## config.mk

```make
export PLATFORM = sky130hd
export DESIGN_NAME = nvmc_ctrl
export DESIGN_NICKNAME = d
export VERILOG_FILES = /design/src/verilog/nvmc_pkg.sv /design/src/verilog/nvmc_ctrl.sv /design/src/verilog/nvmc_seq.sv
export VERILOG_INCLUDE_DIRS = /design/src /design/src/verilog
export SDC_FILE = /design/constraint.sdc
export NUM_CORES = 1
export LEC_CHECK = 0
export BUFFER_PORTS_ARGS = -buffer_cell sky130_fd_sc_hd__buf_2
export CAP_MARGIN = 20
export CORE_UTILIZATION = 45
export CTS_BUF_LIST = sky130_fd_sc_hd__clkbuf_8
export CTS_CLUSTER_SIZE = 14
export DETAILED_ROUTE_END_ITERATION = 6
export PLACE_DENSITY = 0.77
export SLEW_MARGIN = 20
export SYNTH_ARGS = -nofsm -noshare
export SYNTH_HDL_FRONTEND = slang
export SYNTH_SLANG_ARGS = --single-unit
```

## constraint.sdc

```tcl
create_clock -name pclk -period 2 [get_ports pclk]
set_clock_uncertainty 0.2 [all_clocks]
set_input_delay 0.2 -clock pclk [delete_from_list [all_inputs] [get_ports pclk]]
set_output_delay 0.2 -clock pclk [all_outputs]
set_load 0.1 [all_outputs]
```

## src/verilog/nvmc_defines.svh

```systemverilog
// constants of the nonvolatile memory control block: offsets, bit positions,
// reset values and codes; included by the package and the design modules
`ifndef NVMC_DEFINES_SVH
`define NVMC_DEFINES_SVH

// widths of the memory address and the program word
`define NVMC_ADDR_W 15
`define NVMC_DATA_W 14

// apb byte offsets, one aligned word each
`define NVMC_OFS_CONTROL 8'h00
`define NVMC_OFS_UNLOCK 8'h04
`define NVMC_OFS_ADDR_LOW 8'h08
`define NVMC_OFS_ADDR_HIGH 8'h0c
`define NVMC_OFS_DATA_LOW 8'h10
`define NVMC_OFS_DATA_HIGH 8'h14

// control register bit positions
`define NVMC_BIT_PROG_SEL 7
`define NVMC_BIT_CFG_SEL 6
`define NVMC_BIT_LATCH_ONLY 5
`define NVMC_BIT_ERASE_SEL 4
`define NVMC_BIT_SEQ_ERR 3
`define NVMC_BIT_PE_ENABLE 2
`define NVMC_BIT_WRITE_CTL 1
`define NVMC_BIT_READ_CTL 0

// reset values
`define NVMC_RST_ADDR 15'h0000
`define NVMC_RST_DATA 14'h0000

// unlock pattern
`define NVMC_UNLOCK_FIRST 8'h55
`define NVMC_UNLOCK_SECOND 8'haa

// configuration space word addresses (space bit 15 implied)
`define NVMC_CFG_USERID_LAST 15'h0003
`define NVMC_CFG_DEVID 15'h0006
`define NVMC_CFG_WORD_FIRST 15'h0007
`define NVMC_CFG_WORD_LAST 15'h0008

`endif

```

## src/verilog/nvmc_pkg.sv

```systemverilog
// types shared by the nonvolatile memory control block and its sequencer
// assumes nvmc_defines.svh is on the include path
`include "nvmc_defines.svh"
package nvmc_pkg;

   // one step that the memory macro carries out
   typedef enum logic [2:0] {
      NVMC_CMD_NONE,
      NVMC_CMD_LATCH,
      NVMC_CMD_PROGRAM,
      NVMC_CMD_ERASE,
      NVMC_CMD_EE_ERASE,
      NVMC_CMD_EE_WRITE
   } nvmc_cmd_t;

   // whole self-timed operation chosen at start
   typedef enum logic [1:0] {
      NVMC_OP_LATCH,
      NVMC_OP_LATCH_PROG,
      NVMC_OP_ERASE,
      NVMC_OP_EE_WRITE
   } nvmc_op_t;

   // progress through the unlock pattern
   typedef enum logic [1:0] {
      NVMC_ULK_LOCKED,
      NVMC_ULK_FIRST,
      NVMC_ULK_OPEN
   } nvmc_ulk_t;

   typedef enum logic [1:0] {
      NVMC_SEQ_IDLE,
      NVMC_SEQ_STEP1,
      NVMC_SEQ_STEP2
   } nvmc_seq_st_t;

   // request handed to the memory macro
   typedef struct packed {
      nvmc_cmd_t cmd;
      logic cfg_space;
      logic prog_space;
      logic [`NVMC_ADDR_W-1:0] addr;
      logic [`NVMC_DATA_W-1:0] wdata;
   } nvmc_mem_req_t;

endpackage

```

## src/verilog/nvmc_ctrl.sv

```systemverilog
// nonvolatile memory control: apb register file, unlock check, read port
// and self-timed program/erase start for flash, config space and eeprom
// assumes a memory macro on pclk with a combinational read port and a
// step port that answers with mem_done; apb master on the same clock
`timescale 1ns/10ps
`default_nettype none
`include "nvmc_defines.svh"
module nvmc_ctrl (
   input wire logic pclk, // system clock, 250 MHz
   input wire logic presetn, // async reset, active low
   input wire logic ce, // clock enable, freezes state when low
   input wire logic psel, // apb select
   input wire logic penable, // apb access phase
   input wire logic pwrite, // apb direction, high for write
   input wire logic [7:0] paddr, // apb byte address
   input wire logic [31:0] pwdata, // apb write data
   output logic [31:0] prdata, // apb read data, registered
   output logic pready, // apb ready, always high
   output logic pslverr, // apb error for unmapped address
   output logic mem_rd_en, // read strobe to the macro
   output logic mem_rd_cfg, // read targets config space
   output logic mem_rd_prog, // read targets program flash
   output logic [`NVMC_ADDR_W-1:0] mem_rd_addr, // read word address
   input wire logic [`NVMC_DATA_W-1:0] mem_rdata, // read data, same cycle
   output nvmc_pkg::nvmc_mem_req_t mem_req, // program/erase step
   input wire logic mem_done, // step finished, one cycle
   output logic cpu_stall // hold the processor
);
   // all state of the block
   typedef struct packed {
      logic prog_sel; // program flash select
      logic cfg_sel; // config space select
      logic latch_only; // load latches only
      logic erase_sel; // erase on next write
      logic seq_err; // sequence error flag
      logic pe_enable; // program/erase enable
      logic write_ctl; // operation running
      logic read_ctl; // read pending
      logic [`NVMC_ADDR_W-1:0] addr; // address field
      logic [`NVMC_DATA_W-1:0] data; // data field
      nvmc_pkg::nvmc_ulk_t ulk; // unlock progress
      nvmc_pkg::nvmc_op_t op; // operation in progress
      logic [31:0] rdata; // apb read data
      logic slverr; // apb error
   } nvmc_state_t;

   nvmc_state_t s, next_s;

   // apb decode
   logic setup; // apb setup cycle
   logic access; // apb access completes this edge
   logic wr_ctrl; // control written this edge
   logic wr_unlock; // unlock written this edge
   logic mapped; // setup address hits a register
   logic [7:0] wbyte; // low write byte

   // space and window checks
   logic flash_space; // flash or config targeted
   logic cfg_wr_ok; // config write address allowed
   logic cfg_rd_ok; // config read address allowed

   // program/erase start
   logic start; // program/erase begins
   logic seq_busy; // sequencer running
   logic seq_done; // sequencer finished
   nvmc_pkg::nvmc_op_t op_kind; // operation chosen now
   nvmc_pkg::nvmc_mem_req_t seq_req; // request for the sequencer

   // register read path
   logic [7:0] ctrl_view; // control register as read
   logic [7:0] rd_mux; // selected register byte

   // a transfer commits at the edge that ends its access phase
   assign setup = psel && !penable;
   assign access = psel && penable;
   assign wbyte = pwdata[7:0];
   assign wr_ctrl = access && pwrite && (paddr == `NVMC_OFS_CONTROL);
   assign wr_unlock = access && pwrite && (paddr == `NVMC_OFS_UNLOCK);
   assign mapped = (paddr == `NVMC_OFS_CONTROL) || (paddr == `NVMC_OFS_UNLOCK)
      || (paddr == `NVMC_OFS_ADDR_LOW) || (paddr == `NVMC_OFS_ADDR_HIGH)
      || (paddr == `NVMC_OFS_DATA_LOW) || (paddr == `NVMC_OFS_DATA_HIGH);

   // eeprom only when both selects are clear
   assign flash_space = s.prog_sel || s.cfg_sel;

   // config space windows; id and config words are never written
   assign cfg_wr_ok = (s.addr <= `NVMC_CFG_USERID_LAST);
   assign cfg_rd_ok = (s.addr <= `NVMC_CFG_USERID_LAST) || (s.addr == `NVMC_CFG_DEVID)
      || ((s.addr >= `NVMC_CFG_WORD_FIRST) && (s.addr <= `NVMC_CFG_WORD_LAST));

   // operation kind from the selects at the moment of start
   always_comb begin
      if (!flash_space) begin
         op_kind = nvmc_pkg::NVMC_OP_EE_WRITE;
      end else if (s.erase_sel) begin
         op_kind = nvmc_pkg::NVMC_OP_ERASE;
      end else if (s.latch_only) begin
         op_kind = nvmc_pkg::NVMC_OP_LATCH;
      end else begin
         op_kind = nvmc_pkg::NVMC_OP_LATCH_PROG;
      end
   end

   // start only from idle, enabled, straight after the full pattern,
   // and never on a read-only config word
   assign start = wr_ctrl && wbyte[`NVMC_BIT_WRITE_CTL] && !s.write_ctl
      && s.pe_enable
      && (s.ulk == nvmc_pkg::NVMC_ULK_OPEN)
      && (!s.cfg_sel || cfg_wr_ok);

   always_comb begin
      seq_req.cmd = nvmc_pkg::NVMC_CMD_NONE;
      seq_req.cfg_space = s.cfg_sel;
      seq_req.prog_space = s.prog_sel;
      seq_req.addr = s.addr;
      seq_req.wdata = s.data;
   end

   // control register as software sees it
   assign ctrl_view = {s.prog_sel, s.cfg_sel, s.latch_only, s.erase_sel,
      s.seq_err, s.pe_enable, s.write_ctl, s.read_ctl};

   // read mux; unlock has no storage and reads zero
   always_comb begin
      case (paddr)
         `NVMC_OFS_CONTROL: rd_mux = ctrl_view;
         `NVMC_OFS_ADDR_LOW: rd_mux = s.addr[7:0];
         `NVMC_OFS_ADDR_HIGH: rd_mux = {1'b1, s.addr[14:8]};
         `NVMC_OFS_DATA_LOW: rd_mux = s.data[7:0];
         `NVMC_OFS_DATA_HIGH: rd_mux = {2'b00, s.data[13:8]};
         default: rd_mux = 8'h00;
      endcase
   end

   // next state: bus writes, unlock tracking, read port, completion
   always_comb begin
      next_s = s;
      // read data is sampled in setup so it leaves a flop in access
      if (setup) begin
         next_s.rdata = {24'h000000, rd_mux};
         next_s.slverr = !mapped;
      end
      // unlock pattern: any access other than the next step breaks it
      if (access) begin
         if (wr_unlock && (wbyte == `NVMC_UNLOCK_FIRST)) begin
            next_s.ulk = nvmc_pkg::NVMC_ULK_FIRST;
         end else if (wr_unlock && (wbyte == `NVMC_UNLOCK_SECOND)
               && (s.ulk == nvmc_pkg::NVMC_ULK_FIRST)) begin
            next_s.ulk = nvmc_pkg::NVMC_ULK_OPEN;
         end else begin
            next_s.ulk = nvmc_pkg::NVMC_ULK_LOCKED;
         end
      end
      // address and data writes; blocked while an operation runs
      if (access && pwrite && !s.write_ctl) begin
         case (paddr)
            `NVMC_OFS_ADDR_LOW: next_s.addr[7:0] = wbyte;
            `NVMC_OFS_ADDR_HIGH: next_s.addr[14:8] = wbyte[6:0];
            `NVMC_OFS_DATA_LOW: next_s.data[7:0] = wbyte;
            `NVMC_OFS_DATA_HIGH: next_s.data[13:8] = wbyte[5:0];
            default: ;
         endcase
      end
      // control writes; selects frozen while an operation runs
      if (wr_ctrl) begin
         next_s.pe_enable = wbyte[`NVMC_BIT_PE_ENABLE];
         next_s.seq_err = wbyte[`NVMC_BIT_SEQ_ERR];
         if (!s.write_ctl) begin
            next_s.prog_sel = wbyte[`NVMC_BIT_PROG_SEL];
            next_s.cfg_sel = wbyte[`NVMC_BIT_CFG_SEL];
            next_s.latch_only = wbyte[`NVMC_BIT_LATCH_ONLY];
            next_s.erase_sel = wbyte[`NVMC_BIT_ERASE_SEL];
            // read bit can only be set; ignored while writing
            if (wbyte[`NVMC_BIT_READ_CTL]) begin
               next_s.read_ctl = 1'b1;
            end
         end
      end
      // pending read: fetch word one cycle after the set
      if (s.read_ctl) begin
         next_s.read_ctl = 1'b0;
         if (s.cfg_sel && !cfg_rd_ok) begin
            next_s.data = `NVMC_RST_DATA;
         end else begin
            next_s.data = mem_rdata;
         end
      end
      // normal completion clears the flags the operation owns
      if (seq_done) begin
         next_s.write_ctl = 1'b0;
         next_s.seq_err = 1'b0;
         if (s.op == nvmc_pkg::NVMC_OP_ERASE) begin
            next_s.erase_sel = 1'b0;
         end
      end
      // start needs the write bit low, so it never meets a completion
      if (start) begin
         next_s.write_ctl = 1'b1;
         next_s.op = op_kind;
      end
      // any attempt to set the write bit raises the flag; set wins
      if (wr_ctrl && wbyte[`NVMC_BIT_WRITE_CTL]) begin
         next_s.seq_err = 1'b1;
      end
   end

   // state register, frozen while ce is low
   always_ff @(posedge pclk or negedge presetn) begin
      if (!presetn) begin
         s <= '0;
      end else if (ce) begin
         s <= next_s;
      end
   end

   nvmc_seq u_seq (
      .pclk(pclk),
      .presetn(presetn),
      .ce(ce),
      .start(start),
      .op(op_kind),
      .req_in(seq_req),
      .mem_done(mem_done),
      .mem_req(mem_req),
      .busy(seq_busy),
      .done(seq_done)
   );

   // apb answer: zero wait states, error shown in access only
   assign prdata = s.rdata;
   assign pready = 1'b1;
   assign pslverr = s.slverr && access;

   // read port straight from the register file
   assign mem_rd_en = s.read_ctl;
   assign mem_rd_cfg = s.cfg_sel;
   assign mem_rd_prog = s.prog_sel;
   assign mem_rd_addr = s.addr;

   // eeprom writes run in the background; flash and config hold the core
   assign cpu_stall = seq_busy && flash_space;

   // eeprom kind whenever both selects are clear at start
   property p_ee_kind;
      @(posedge pclk iff ce) disable iff (!presetn)
      start && !s.prog_sel && !s.cfg_sel |=> (s.op == nvmc_pkg::NVMC_OP_EE_WRITE) && s.write_ctl;
   endproperty
   a_ee_kind: assert property (p_ee_kind) else $error("eeprom op kind wrong");

   // erase completion drops the erase select
   property p_erase_clear;
      @(posedge pclk iff ce) disable iff (!presetn)
      seq_done && (s.op == nvmc_pkg::NVMC_OP_ERASE) |=> !s.erase_sel && !s.write_ctl;
   endproperty
   a_erase_clear: assert property (p_erase_clear) else $error("erase select not cleared");

   // attempt to set the write bit shows the error flag next cycle
   property p_err_on_attempt;
      @(posedge pclk iff ce) disable iff (!presetn)
      wr_ctrl && wbyte[`NVMC_BIT_WRITE_CTL] |=> s.seq_err;
   endproperty
   a_err_on_attempt: assert property (p_err_on_attempt) else $error("error flag not set");

   // nothing starts while program/erase is disabled
   property p_enable_gate;
      @(posedge pclk iff ce) disable iff (!presetn)
      $rose(s.write_ctl) |-> $past(s.pe_enable) && $past(wr_ctrl);
   endproperty
   a_enable_gate: assert property (p_enable_gate) else $error("start while disabled");

   // write bit stays set until completion, then clears
   property p_write_hold;
      @(posedge pclk iff ce) disable iff (!presetn)
      s.write_ctl && !seq_done |=> s.write_ctl;
   endproperty
   a_write_hold: assert property (p_write_hold) else $error("write bit dropped early");

   // read bit clears exactly one cycle after it is set
   property p_read_one;
      @(posedge pclk iff ce) disable iff (!presetn)
      $rose(s.read_ctl) |=> !s.read_ctl ##0 mem_rd_en == 1'b0;
   endproperty
   a_read_one: assert property (p_read_one) else $error("read bit not cleared");

   // start only straight after the complete pattern
   property p_unlock_before;
      @(posedge pclk iff ce) disable iff (!presetn)
      start |-> (s.ulk == nvmc_pkg::NVMC_ULK_OPEN) ##1 (s.ulk == nvmc_pkg::NVMC_ULK_LOCKED);
   endproperty
   a_unlock_before: assert property (p_unlock_before) else $error("start without unlock");

   // high address top bit reads one, upper bus bits read zero
   property p_read_fixed_bits;
      @(posedge pclk iff ce) disable iff (!presetn)
      setup && !pwrite && (paddr == `NVMC_OFS_ADDR_HIGH) |=> prdata[7] && (prdata[31:8] == 24'h000000);
   endproperty
   a_read_fixed_bits: assert property (p_read_fixed_bits) else $error("high address top bit");

   // stall only while a flash or config operation runs
   property p_stall;
      @(posedge pclk iff ce) disable iff (!presetn)
      cpu_stall |-> s.write_ctl && (s.op != nvmc_pkg::NVMC_OP_EE_WRITE);
   endproperty
   a_stall: assert property (p_stall) else $error("stall outside flash op");

   // a read outside the config windows leaves the data registers zero
   property p_cfg_hole_clear;
      @(posedge pclk iff ce) disable iff (!presetn)
      s.read_ctl && s.cfg_sel && !cfg_rd_ok |=> (s.data == `NVMC_RST_DATA);
   endproperty
   a_cfg_hole_clear: assert property (p_cfg_hole_clear) else $error("config hole not cleared");

   // no operation starts on a read-only config word
   property p_cfg_write_guard;
      @(posedge pclk iff ce) disable iff (!presetn)
      start && s.cfg_sel |-> (s.addr <= `NVMC_CFG_USERID_LAST);
   endproperty
   a_cfg_write_guard: assert property (p_cfg_write_guard) else $error("config word written");
endmodule
`default_nettype wire

```

## src/verilog/nvmc_seq.sv

```systemverilog
// step sequencer: walks a self-timed operation through its memory steps
// assumes the macro answers each held step with a one-cycle mem_done
`timescale 1ns/10ps
`default_nettype none
`include "nvmc_defines.svh"
module nvmc_seq (
   input wire logic pclk, // system clock
   input wire logic presetn, // async reset, active low
   input wire logic ce, // clock enable, freezes state when low
   input wire logic start, // begin an operation, one cycle
   input wire nvmc_pkg::nvmc_op_t op, // operation kind at start
   input wire nvmc_pkg::nvmc_mem_req_t req_in, // space, address, data at start
   input wire logic mem_done, // macro finished the current step
   output nvmc_pkg::nvmc_mem_req_t mem_req, // step held to the macro
   output logic busy, // operation in progress
   output logic done // operation complete, one cycle
);
   typedef struct packed {
      nvmc_pkg::nvmc_seq_st_t st;
      nvmc_pkg::nvmc_op_t op;
      nvmc_pkg::nvmc_mem_req_t req;
      logic done;
   } nvmc_seq_state_t;

   nvmc_seq_state_t s, next_s;

   // first memory step of each operation
   function automatic nvmc_pkg::nvmc_cmd_t first_cmd(input nvmc_pkg::nvmc_op_t o);
      case (o)
         nvmc_pkg::NVMC_OP_ERASE: first_cmd = nvmc_pkg::NVMC_CMD_ERASE;
         nvmc_pkg::NVMC_OP_EE_WRITE: first_cmd = nvmc_pkg::NVMC_CMD_EE_ERASE;
         default: first_cmd = nvmc_pkg::NVMC_CMD_LATCH;
      endcase
   endfunction

   // step order; two-step kinds chain a second step on the first done
   always_comb begin
      next_s = s;
      next_s.done = 1'b0;
      case (s.st)
         nvmc_pkg::NVMC_SEQ_IDLE: begin
            if (start) begin
               next_s.op = op;
               next_s.req = req_in;
               next_s.req.cmd = first_cmd(op);
               next_s.st = nvmc_pkg::NVMC_SEQ_STEP1;
            end
         end
         nvmc_pkg::NVMC_SEQ_STEP1: begin
            if (mem_done) begin
               if (s.op == nvmc_pkg::NVMC_OP_LATCH_PROG) begin
                  next_s.req.cmd = nvmc_pkg::NVMC_CMD_PROGRAM;
                  next_s.st = nvmc_pkg::NVMC_SEQ_STEP2;
               end else if (s.op == nvmc_pkg::NVMC_OP_EE_WRITE) begin
                  next_s.req.cmd = nvmc_pkg::NVMC_CMD_EE_WRITE;
                  next_s.st = nvmc_pkg::NVMC_SEQ_STEP2;
               end else begin
                  next_s.req.cmd = nvmc_pkg::NVMC_CMD_NONE;
                  next_s.st = nvmc_pkg::NVMC_SEQ_IDLE;
                  next_s.done = 1'b1;
               end
            end
         end
         nvmc_pkg::NVMC_SEQ_STEP2: begin
            if (mem_done) begin
               next_s.req.cmd = nvmc_pkg::NVMC_CMD_NONE;
               next_s.st = nvmc_pkg::NVMC_SEQ_IDLE;
               next_s.done = 1'b1;
            end
         end
         default: next_s.st = nvmc_pkg::NVMC_SEQ_IDLE;
      endcase
   end

   // state register, frozen while ce is low
   always_ff @(posedge pclk or negedge presetn) begin
      if (!presetn) begin
         s <= '0;
      end else if (ce) begin
         s <= next_s;
      end
   end

   assign mem_req = s.req;
   assign busy = (s.st != nvmc_pkg::NVMC_SEQ_IDLE);
   assign done = s.done;

   // latch-only load never reaches a programming step
   property p_latch_only_no_prog;
      @(posedge pclk iff ce) disable iff (!presetn)
      (s.op == nvmc_pkg::NVMC_OP_LATCH) && busy |-> (mem_req.cmd != nvmc_pkg::NVMC_CMD_PROGRAM);
   endproperty
   a_latch_only_no_prog: assert property (p_latch_only_no_prog) else $error("latch-only programmed");

   // eeprom write: erase step answered leads to the write step
   property p_ee_erase_then_write;
      @(posedge pclk iff ce) disable iff (!presetn)
      (mem_req.cmd == nvmc_pkg::NVMC_CMD_EE_ERASE) && mem_done
         |=> (mem_req.cmd == nvmc_pkg::NVMC_CMD_EE_WRITE) && busy;
   endproperty
   a_ee_erase_then_write: assert property (p_ee_erase_then_write) else $error("no write after erase");
endmodule
`default_nettype wire
```

* Yosys cells after proc, flatten, opt, wreduce, memory -nomap -nowiden
Index checks and enable logic that the tools add are counted.
Word-level totals: memory bits (read-only) 0, logic and storage cells 142, bits in latches 0, memories 0, memory bits (writable) 0, register bits 89
Operators by class: magnitude comparators 3, reduce and logical (&&, ||, !) cells 55, multiplexer cells 39, $add $sub $neg 0, equality and inequality tests 20, div/mod/pow operators 0, multiply operators 0, shift operators 0, bitwise operators 1
Operators with widths (count):
- $mux W14 | 3
- $pmux W8 S5 | 1
- $mux W38 | 1
- $logic_and A1 B1 Y1 | 18
- $mux W2 | 9
- $reduce_and A3 Y1 | 6
- $eq A8 B4 Y1 const B | 2
- $eq A8 B5 Y1 const B | 2
- $eq A15 B3 Y1 const B | 1
- $ge A15 B3 Y1 const B | 1
- $le A15 B2 Y1 const B | 1
- $le A15 B4 Y1 const B | 1
- $mux W3 | 5
- $mux W1 | 14
- $eq A2 B2 Y1 const B | 6
- $reduce_and A2 Y1 | 6
- $reduce_bool A2 Y1 | 5
- $logic_or A1 B1 Y1 | 9
- $pmux W3 S3 | 1
- $eq A8 B3 Y1 const B | 1
- $eq A8 B7 Y1 const B | 1
- $eq A8 B8 Y1 const B | 1
- $logic_not A8 Y1 | 1
- $mux W8 | 1
- 12 further kinds | 21

* Longest topological paths before layout
Gate-level depths: netlist of the first run.
depth in word-level cells 10, depth in mapped cells 8

* By module
Synthesis of the first run repeated with hierarchy kept, for this count alone.
Second synthesis, totals: cell total of the unflattened synthesis 468, area, all modules 5231.3 um2
Modules (own cells, without submodules):
- nvmc_ctrl | sequential area each 1251.2 um2, times used 1, cells an instance 324, area an instance 3243.1 um2
- nvmc_seq | sequential area each 975.9 um2, times used 1, cells an instance 144, area an instance 1988.2 um2

* Worst setup path after synthesis of the first run
No wires, ideal clock.
path kind reg-to-output, start point register s (netlist bit mem_rd_cfg), end point output cpu_stall, stages on the path, launching flop included 4, buffers on the path 1, arrival 2.631 ns, path slack -1.031 ns, path through dfrtp_1 -> clkbuf_1 -> nor2_1 -> nor2_1
On the way: word-level cells in the longest chain between the ends 2
RTL lines:
- start: declaration | RTL line nvmc_ctrl.sv:47 | nvmc_state_t s, next_s;
- start signal: assignment | RTL line nvmc_ctrl.sv:212 | s <= next_s;
- $logic_or A1 B1 Y1 | RTL line nvmc_ctrl.sv:84 | assign flash_space = s.prog_sel || s.cfg_sel;
- $logic_and A1 B1 Y1 | RTL line nvmc_ctrl.sv:241 | assign cpu_stall = seq_busy && flash_space;
- end: declaration | RTL line nvmc_ctrl.sv:27 | output logic cpu_stall
No other way between the ends.

* Worst setup path after layout of the first run
start point register s (netlist bit mem_rd_addr[7]), end point register u_seq.s (netlist bit u_seq.mem_req[25])
On the way: word-level cells in the longest chain between the ends 4
RTL lines:
- $le A15 B2 Y1 (no source line)
- $logic_or A1 B1 Y1 | RTL line nvmc_ctrl.sv:109 | && (!s.cfg_sel || cfg_wr_ok);
- $logic_and A1 B1 Y1 | RTL line nvmc_ctrl.sv:106 | assign start = wr_ctrl && wbyte[`NVMC_BIT_WRITE_CTL] && !s.write_ctl
- $reduce_and A3 Y1 (no source line)
- end signal: assignment | RTL line nvmc_seq.sv:80 | s <= next_s;
- end: declaration | RTL line nvmc_seq.sv:25 | nvmc_seq_state_t s, next_s;
No other way between the ends. A chain may end at the register's enable or synchronous reset.

==> run summary, run 1 <==
The run finished, with violations left. The checks that failed: negative hold slack, negative setup slack. The min-delay analysis places its worst path in the category input pin to flop. The buffer type at the clock tree root is clkbuf_8. The average size of a mapped cell came out at 10.9 um^2. The setup-violating endpoint count in the final report is 41. The post-placement setup slack came out at -582 ps. The slowest stage of the critical path belongs to the cell dfrtp_1. The region available for standard cell placement spans 0.0108 mm^2. Entering global routing, the biggest net connects 54 pins. The share of the yosys chip area belonging to registers is 44.7%. In the synthesized netlist the async set-or-reset flop fraction comes to 100%. The effective utilization at floorplan is 46.2%. The number of global-route vias before repair is 3,815. The number of clock sinks came out at 89. The Yosys warning count came out at 0. The die area is 0.0115 mm^2. The die span in x is 107 um. The number of pins exceeding their max-slew limit in the final report is 0. The synthesis-stage register bit count is 89. The area growth from synthesis to layout is 23.1%. The cell area after layout is 0.00613 mm^2. The top-level port count came out at 148. The placed instances occupy a cell area of 0.00552 mm^2. Buffers placed on the I/O ports in this run total 98.

For the worst-skew pair, the clock arrives at the later sink with an insertion delay of 370 ps. Max-cap violations in this run came to 0. For this design the ratio of total power to cell area is 604 mW/mm^2.

The synthesized netlist occupies a cell area of 0.00498 mm^2. The core utilization of the finished layout is 56.8%. The clock slew seen by the registers of the worst setup and hold paths is 90 ps. The chip height came out at 107 um. At the worst endpoint, the arrival time is 2340 ps. The total power draw is 3.70 mW.

The number of antenna violations at the first check in global routing is 0. The maximum resistive drop on vdd came out at 323 uV. The final clock period utilization by the worst path is 114%. The static leakage power is 3.17 nW.

The shortest period the worst path allows came out at 2290 ps. Once detailed placement completed, the half-perimeter wirelength came to 9.16 mm. The largest incremental delay on the critical path is 420 ps. The most common flop cell mapped by yosys is dfrtp_1. The number of DRC markers after the initial detailed-route iteration is 244.

Dividing the detail-routed via count by the number of cells gives 5.43. The cell count after synthesis is 458. The minimum setup slack in the final design came out at -286 ps.

The placer congestion estimate is 0.857. The final net count came out at 634. In the final routed layout, each cell accounts on average for 18.2 um. The data required time at the worst endpoint is 2060 ps.

The critical-path maximum fanout came out at 20. The global routing usage summed across all routing layers came out at 23.0%. The final layout contains routed wiring with a total length of 13.0 mm.

The number of rows created at floorplan is 38. The share of final-layout standard cells stronger than drive strength 1 came out at 45.3%. The worst setup path is captured at a flop. The maximum buffer depth of the clock tree came out at 2. Walking the worst path, the cells encountered are nor4_4 > nand4_1 > o31ai_1 > buf_4 > nand4_4 > buf_12 > mux2_4. The via total after detailed routing is 3,876. The global-route congestion overflow total is 0. The remaining number of nets flagged by the antenna check after routing came out at 0.

The count of unresolved DRC violations after routing is 0. Setup repair after global routing could not meet its margin everywhere. The total inserted antenna cells is 0. The highest achievable clock rate is 438 MHz.

For this run, the detailed router's first-pass iteration total came to 5. The number of CTS-inserted buffers is 9. The number of enable flip-flop cells after synthesis came out at 0. The kind of start point of the critical path is a flop. The number of hold violations in the final report is 1.

The worst-case hold slack is -7.99 ps. The critical path is of the flop to flop type. The post-synthesis cell type count is 48. The CTS tree is built. The first-pass GRT wire length came out at 19.9 mm. The clock tree synthesis step divided the H-tree into 3 levels.
-- timing repair --
action	4_1_cts	5_1_grt
buffers inserted	4	1
hold endpoints to repair	123	0
hold buffers	23	0
gates resized for setup	20	12
cloned	1	0
pin swaps	7	4
setup endpoints to repair	64	66
-- metrics by stage --
| stage | cells | hold slack (ps) | setup TNS, ps |
|---|---|---|---|
| after CTS | 714 | 7.00 | -10820 |
| after floorplan | 481 | -296 | -22240 |
| final | 714 | -7.99 | -10260 |
| after global placement | 670 | -161 | -30000 |
| after global routing | 714 | 7.20 | -14680 |
| after detailed placement | 670 | -156 | -31900 |
-- power breakdown --
group / switching, mW / internal, mW / leakage [nW]
Combinational: 0.454 / 0.176 / 1.86
Sequential: 0.0418 / 1.84 / 1.21
Clock: 0.670 / 0.516 / 0.0969
-- metal layers --
layer	wire (um)	vias to the layer above	share of wire, %	global-route usage, %
li1	-	1739	-	-
met1	5370	1913	41	29.0
met3	679	41	5.2	3.40
met5	0	-	0	0
met4	590	0	4.5	13.5
met2	6370	183	49	37.4
-- worst max-delay path: cells and delay by family, from the launching register on --
family / cells / cell delay (ps)
flip-flops: 1 / 420
buffers and inverters: 2 / 370
AO/OA/AOI/OAI: 1 / 240
multiplexers: 1 / 300
AND/OR/NAND/NOR: 3 / 620
-- worst paths after layout --
check                          startpoint                end  slack (ps)  cells after the start
min reg2reg                     prdata[0]          prdata[0]         280                      2
max                        mem_rd_addr[7]  u_seq.mem_req[25]        -290                      7
max reg2reg                mem_rd_addr[7]  u_seq.mem_req[25]        -290                      7
min in group asynchronous         presetn              s[48]         170                      3
max in group asynchronous         presetn  u_seq.mem_req[22]         680                      3
min                         mem_rdata[13]              s[50]          -8                      3
-- synth_stat cells (2+ instances only) --
| cell | instances | area (um^2) |
|---|---|---|
| buf_1 | 3 | 11.3 |
| nand3b_1 | 3 | 22.5 |
| nand2b_1 | 2 | 12.5 |
| mux2i_1 | 7 | 70.1 |
| nor4_1 | 3 | 18.8 |
| o22ai_1 | 2 | 12.5 |
| nand2_1 | 25 | 93.8 |
| ha_1 | 4 | 50.1 |
| mux2_4 | 30 | 450 |
| a32o_1 | 2 | 20.0 |
| nor3_1 | 4 | 20.0 |
| o41ai_1 | 2 | 17.5 |
| dfrtp_1 | 89 | 2230 |
| a21oi_1 | 17 | 85.1 |
| buf_6 | 3 | 33.8 |
| conb_1 | 2 | 7.51 |
| nand3_1 | 9 | 45.0 |
| nor4b_1 | 3 | 26.3 |
| buf_4 | 82 | 616 |
| nand4b_1 | 3 | 26.3 |
| nor2b_1 | 7 | 43.8 |
| or4_1 | 3 | 22.5 |
| clkbuf_1 | 12 | 45.0 |
| a22oi_1 | 6 | 45.0 |
| o31ai_1 | 2 | 15.0 |
| o21ai_0 | 22 | 110 |
| o22a_1 | 7 | 61.3 |
| mux2_2 | 33 | 372 |
| or3_1 | 5 | 31.3 |
| nor2_1 | 26 | 97.6 |
| nand4_1 | 4 | 25.0 |
| a31oi_1 | 12 | 75.1 |
| inv_1 | 9 | 33.8 |
-- sequential cells by signal (all words and copies together), names as in the netlist --
name	count
ctrl_view	5
u_seq.mem_req	34
prdata	8
mem_rd_addr	15
u_seq.done	1
mem_rd_prog	1
u_seq.s	4
mem_rd_cfg	1
mem_rd_en	1
s	19
-- cell usage in the layout (no fill, tap or decap), types with 11 or more instances in the layout --
| cell | count |
|---|---|
| conb_1 | 25 |
| a31oi_1 | 11 |
| buf_2 | 95 |
| mux2_4 | 32 |
| clkbuf_8 | 11 |
| mux2_2 | 31 |
| o21ai_0 | 19 |
| a21oi_1 | 16 |
| dlygate4sd3_1 | 23 |
| nor2_1 | 23 |
| nand2_1 | 24 |
| dfrtp_1 | 87 |
| buf_4 | 49 |
-- final cells by class --
cell class                 instances  area, um^2
clock buffer                      11         151
clock inverter                     5        30.0
fill                             892        4660
inverter                           9        33.8
multi-input combinational        282        2260
sequential                        89        2230
tap                              140         175
timing repair buffer             178        1250
-- kinds of logic after synthesis --
group           after synthesis  share of synthesized area, %
buf+inv                     110                          14.9
flops                        89                          44.7
other cells                   2                         0.151
mux                          70                          17.9
simple gates                104                          11.3
compound gates               79                          10.0
fa+ha+maj                     4                          1.00
No activity file was read; power rests on OpenSTA's default activity.
==> run 2, diff against run 1 <==
Settings changed: GPL_TIMING_DRIVEN from default to 0.
==> run summary, run 2 (same netlist as run 1, synthesis figures left out) <==
The flow ran to the end, but the final reports show violations. The final reports fail on negative setup slack. The shortest period the worst path allows came out at 2420 ps. After routing, the total negative slack on setup checks comes to -16,170 ps. The first global-routing pass estimated 20.7 mm of wire.

The startpoint-to-endpoint class of the critical path is input pin to flop. The cell area after layout came out at 0.00675 mm^2. The path class of the tightest hold or removal check is input pin to flop. The die span in x came out at 107 um.

The share of final-layout standard cells stronger than drive strength 1 came out at 51.7%. The final net count came out at 700. The count of buffers from port buffering is 98. The remaining number of nets flagged by the antenna check after routing came out at 0. After global routing the overflow that remains totals 0. The highest achievable clock rate is 413 MHz. Counting every sink on the clock net gives 89.

Across the VDD grid, the largest voltage drop is 303 uV. STA classifies the critical path endpoint as a flop. The CTS tree is built. At the end of routability-driven placement, the weighted congestion stood at 0.960. The chip height came out at 107 um. The largest net degree at the start of global routing came out at 53. For this design the static power due to leakage is 3.54 nW. The effective utilization at floorplan came out at 46.2%. At the worst endpoint, the required time is 2060 ps. At the end of the flow the core is filled with cells to 62.6%. Clock tree synthesis selected as its root buffer the cell clkbuf_8. The number of DRC markers after the initial detailed-route iteration is 294. The number of global-route vias before repair is 3,998. The arrival time of data at the critical path endpoint is 2480 ps. The number of detailed-routing iterations run before antenna repair is 5. The insertion delay of the later-clocked pin in the worst-skew pair is 370 ps. The number of hold violations in the final report is 0.

The minimum setup slack in the final design came out at -419 ps. The number of antenna violations at the first check in global routing is 0. The power density normalized to cell area came out at 565 mW/mm^2.

The critical-path maximum fanout is 9. The number of pins exceeding their max-slew limit in the final report came to 0. The die area is 0.0115 mm^2. The global routing usage summed across all routing layers came out at 23.9%.

The HPWL after detailed placement came out at 9.09 mm. The transition time at the pin with the least slew margin came out at 546 ps. Across the run, the number of max-cap violations was 0. The via density per instance came out at 5.31. The worst setup slack for register-to-register paths came out at -390 ps. The kind of start point of the critical path is an input pin.

Leaving out fill and tap cells, the most frequent cell in the layout is buf_4. For this run, design rule violations remaining after detail routing come to 0. The maximum buffer depth of the clock tree came out at 2. The area of the core is 0.0108 mm^2. The total wire length after detailed routing is 13.5 mm. The number of levels in the clock H-tree came out at 3. The flip-flop count of the largest register after layout is 34. The total inserted antenna cells came out at 0. The wire length per cell is 17.3 um. The signed area change from the synthesized netlist to the final layout came out at 35.6%.

In the finished design, the share of the clock period the worst path needs comes to 121%. 148 I/O pins were placed. Setup repair after global routing could not meet its margin everywhere. The via total after detailed routing is 4,140. The clock slew seen by the registers of the worst setup and hold paths is 80 ps. The post-placement setup slack came out at -794 ps. The worst slew margin relative to its limit is 63.6%. The setup-violating endpoint count in the final report came out at 53. The number of rows created at floorplan is 38.

In the layout the commonest cells are buf_4, buf_2, dfrtp_1, mux2_4, mux2_2. The number of CTS-inserted buffers came out at 9. The placement-stage cell area is 0.00583 mm^2. The total power draw is 3.82 mW.
==> run 2: stage by stage <==
stage | hold slack (ps) | cells
floorplan | -296 | 481
global placement | 277 | 719
detailed placement | 16.7 | 720
CTS | 8.87 | 777
global route | 25.9 | 780
finish | 21.9 | 780
==> run 2: area by class of cell <==
class                      instances  area (um^2)
fill                             869         4040
multi-input combinational        282         2340
sequential                        89         2230
timing repair buffer             146         1020
buffer                            98          756
tap                              140          175
clock buffer                      10          138
clock inverter                     6         58.8
inverter                           9         33.8
==> run 2: path summary, 6_finish.rpt <==
path                                     start                 to  cells past startpoint
worst max-delay path                  paddr[7]   u_seq.mem_req[4]                      8
worst min-delay path                 pwdata[1]     mem_rd_addr[1]                      2
worst max register to register  mem_rd_addr[6]   u_seq.mem_req[4]                      8
worst min register to register       prdata[2]          prdata[2]                      2
max in group asynchronous              presetn        u_seq.s[38]                      3
min in group asynchronous              presetn  u_seq.mem_req[26]                      2
==> run 2: power by group <==
group / internal [mW] / leakage [nW] / switching (mW)
Combinational: 0.201 / 2.23 / 0.469
Clock: 0.603 / 0.0995 / 0.655
Sequential: 1.84 / 1.21 / 0.0477
Total: 2.65 / 3.54 / 1.17
==> run 2: repair_timing <==
item                                    CTS  global route
hold buffers                             25             0
cloned                                    2             1
pin swaps                                26            11
hold endpoints to repair                 72             0
endpoints found under the setup margin   74            72
buffers inserted                         17             3
resized for setup                        44            23
==> run 2: per-layer routing <==
| layer | part of all wire (%) | wire length (um) | GRT usage [%] |
|---|---|---|---|
| met1 | 41 | 5550 | 29.9 |
| met2 | 49 | 6600 | 39.6 |
| met3 | 6.1 | 824 | 3.83 |
| met4 | 4.0 | 542 | 12.4 |
| met5 | 0 | 0 | 0 |
==> run 2: critical path, stage by stage <==
cell,delay [ps]
buf_2,90
or4_4,610
or4_4,540
nor3_4,220
nand4_4,160
buf_12,210
clkbuf_16,160
mux2_4,290
==> run 3, diff against run 2 <==
Settings changed: ABC_AREA from default to 1.
==> run summary, run 3 <==
The flow ran to the end, and the final reports show no timing, DRC or antenna violations. For this design, the sink count on the clock tree is 89. The post-synthesis cell type count is 34.

The met3 track utilization from global routing is 2.65%. met2 is the most crowded layer. The largest incremental delay on the critical path came out at 410 ps. The total wire length after detailed routing came out at 13.1 mm. The HPWL after detailed placement came out at 9.63 mm. The number of global-route vias before repair is 4,161. Of the synthesized area, sequential elements account for 44.0%. STA classifies the critical path startpoint as a flop. The number of antenna violations at the first check in global routing is 0. The clock slew seen by the registers of the worst setup and hold paths came out at 90 ps. Across all setup checks in the final design, the least slack found is 66.2 ps.

Among all cell types in the netlist, the one instantiated most often is nand2_1. The remaining number of nets flagged by the antenna check after routing came out at 0. Setup violations remaining at the end of the flow were counted as 0.

The cell area after layout came out at 0.00646 mm^2. STA classifies the critical path endpoint as a primary output. The count of unresolved DRC violations after routing is 0.

Data on the critical path arrives at its endpoint at 1530 ps. The count of cells in the finished layout, fillers not included, comes to 962. The multi-input logic area is 0.00193 mm^2. At the pin with the least slew margin, the transition time is 556 ps. The library cell used most frequently in the layout, excluding fill and tap cells, is nand2_1. The commonest cells after synthesis are nand2_1, dfrtp_1, buf_4. The placer congestion estimate came out at 0.933. Of the post-synthesis cell area, the part taken by muxes is 0%.

The die span in x came out at 108 um. The shortest period the worst path allows came out at 1930 ps. The critical-path maximum fanout came out at 4. The parity-gate share of the synthesized area counting xor and xnor cells is 0%. By area the synthesized netlist is led by dfrtp_1, buf_4, nand2_1, inv_1, nor2_1. The fraction of the mapped netlist area in simple logic gates came out at 23.0%. Dividing the detail-routed wire length by the instance count gives 13.6 um. Global routing used 22.7% of the available tracks. By area, the combinational part of the netlist is dominated by simple AND/OR/NAND/NOR gates. After detailed placement, the design holds a cell count of 906. Of all flip-flops after synthesis, the portion carrying an async set or reset was 100%.

The maximum resistive drop on vdd came out at 305 uV. The synthesized netlist occupies a cell area of 0.00506 mm^2. The average size of a mapped cell came out at 7.85 um^2.

The cell count after synthesis came out at 645. Across the whole layout, storage elements account for 0.00224 mm^2. The largest net degree at the start of global routing came out at 50.

The first-pass GRT wire length came out at 20.4 mm. Summed over all failing endpoints, the final setup total negative slack is 0 ps. The number of CTS-inserted buffers is 9. The number of DRC markers after the initial detailed-route iteration came out at 346. The synthesis-stage register bit count came out at 89. The CTS tree is built.

The die area came out at 0.0117 mm^2. The placement-stage cell area came out at 0.00585 mm^2. The routed layout has 4,664 vias. In this run the number of H-tree levels came out at 3. The area of the core is 0.0109 mm^2. The core utilization of the finished layout is 59.3%. For this run, global-route usage on met1 was measured as 32.0%. After the last flow step, the layout net total stands at 884.

The worst register-to-register path begins at mem_rd_addr[4]. The top-level port count is 148. The number of detailed-routing iterations run before antenna repair is 5. The count of buffers from port buffering came out at 97.

The most critical setup path has its startpoint at u_seq.s[37]. The flip-flop count of the largest register after layout is 34. The Yosys warning count came out at 0.

The maximum buffer depth of the clock tree is 2. Across the run, the number of max-cap violations was 0. The number of hold violations in the final report is 0.

The synthesized design contains 0 enable-type register cells. The static leakage power is 3.55 nW. The tightest min-delay check is of the input pin to flop type. The share of Yosys cell area claimed by the top area cell type is 44.0%. The area growth from synthesis to layout is 27.5%. The adder and majority cell fraction of the synthesized area is 0.988%. The startpoint identified for the worst hold timing path is pwdata[2]. The buffer type at the clock tree root is clkbuf_8.

The worst slew margin relative to its limit came out at 62.9%. The number of fillers in the final layout is 1,001. The effective utilization at floorplan came out at 46.5%.

The number of pins exceeding their max-slew limit in the final report is 0. The setup path with the least slack is of type flop to primary output. The number of rows created at floorplan came out at 38. The library cells used most frequently in the layout, excluding fill and tap cells, are nand2_1, buf_4, buf_2, dfrtp_1, inv_1.

The highest achievable clock rate came out at 517 MHz. The die is 108 um tall. The synthesized netlist devotes 11.5% of its cell area to compound gates. For this design the ratio of total power to cell area is 591 mW/mm^2. The number of antenna diodes in the final layout is 0.

In the synthesized netlist the dominant register cell turns out to be dfrtp_1. Walking the worst path, the cells encountered are inv_1 > ha_1 > nor2_4 > buf_6. The share of final-layout standard cells stronger than drive strength 1 is 33.2%. The via density per instance is 4.85. The final clock period utilization by the worst path is 96.7%. The global-route congestion overflow total is 0.

The post-placement setup slack came out at 82.1 ps. The insertion delay of the later-clocked pin in the worst-skew pair came out at 360 ps. The master of the slowest instance on the critical path is dfrtp_1. The data required time at the worst endpoint came out at 1600 ps. Setup repair after global routing could not meet its margin everywhere. The global-route met2 utilization is 35.8%. The top cell type by total area after synthesis is dfrtp_1.
-- run 3: critical path, delay by kind of cell (launching register included) --
kind          cells  cell delay (ps)
buf+inv           2              320
simple gates      1              150
fa+ha+maj         1              290
flops             1              410
-- run 3: power breakdown --
| group | switching, mW | total [mW] | internal [mW] |
|---|---|---|---|
| Sequential | 0.0474 | 1.90 | 1.86 |
| Combinational | 0.536 | 0.723 | 0.187 |
| Clock | 0.637 | 1.19 | 0.556 |
| Total | 1.22 | 3.82 | 2.60 |
-- run 3: path summary, 6_finish.rpt --
| kind | endpoint | slack [ps] | cells past startpoint |
|---|---|---|---|
| min reg2reg | u_seq.mem_req[10] | 300 | 2 |
| max reg2reg | u_seq.mem_req[14] | 80 | 10 |
| max | cpu_stall | 70 | 4 |
| min in group asynchronous | u_seq.mem_req[22] | 170 | 2 |
| min | mem_rd_addr[2] | 30 | 3 |
| max in group asynchronous | mem_rd_cfg | 790 | 3 |
-- run 3: cell type report --
| cell class | count | share of cell area [%] |
|---|---|---|
| Tap cell | 140 | 2.71 |
| Timing Repair Buffer | 140 | 14.0 |
| Inverter | 82 | 4.77 |
| Clock buffer | 9 | 1.92 |
| Clock inverter | 5 | 0.794 |
| Multi-Input combinational cell | 401 | 29.8 |
| Buffer | 96 | 11.4 |
| Sequential cell | 89 | 34.7 |
-- run 3: layer usage --
layer | share of wire [%] | vias up
met2 | 45 | 194
met3 | 6.1 | 22
met1 | 46 | 2181
li1 | - | 2267
met5 | 0 | -
met4 | 2.4 | 0
-- run 3: cells by family after synthesis --
logic type | after synthesis
AOI/OAI and AO/OA | 107
adders and majority gates | 4
buffers and inverters | 178
DFF | 89
other | 2
and+or+nand+nor | 265
-- run 3: what timing repair did --
item / CTS / global route
hold endpoints to repair: 61 / 0
resized for setup: 1 / 22
hold buffers: 27 / 0
pin swaps: 0 / 4
endpoints found under the setup margin: 1 / 44
setup buffers: 0 / 15
-- run 3: per-stage QoR --
| step | total power [mW] | hold slack (ps) |
|---|---|---|
| floorplan | 2.46 | -296 |
| global placement | 2.60 | 267 |
| detailed placement | 2.61 | 30.3 |
| CTS | 3.82 | 20.6 |
| global route | 3.95 | 30.9 |
| finish | 3.82 | 30.8 |
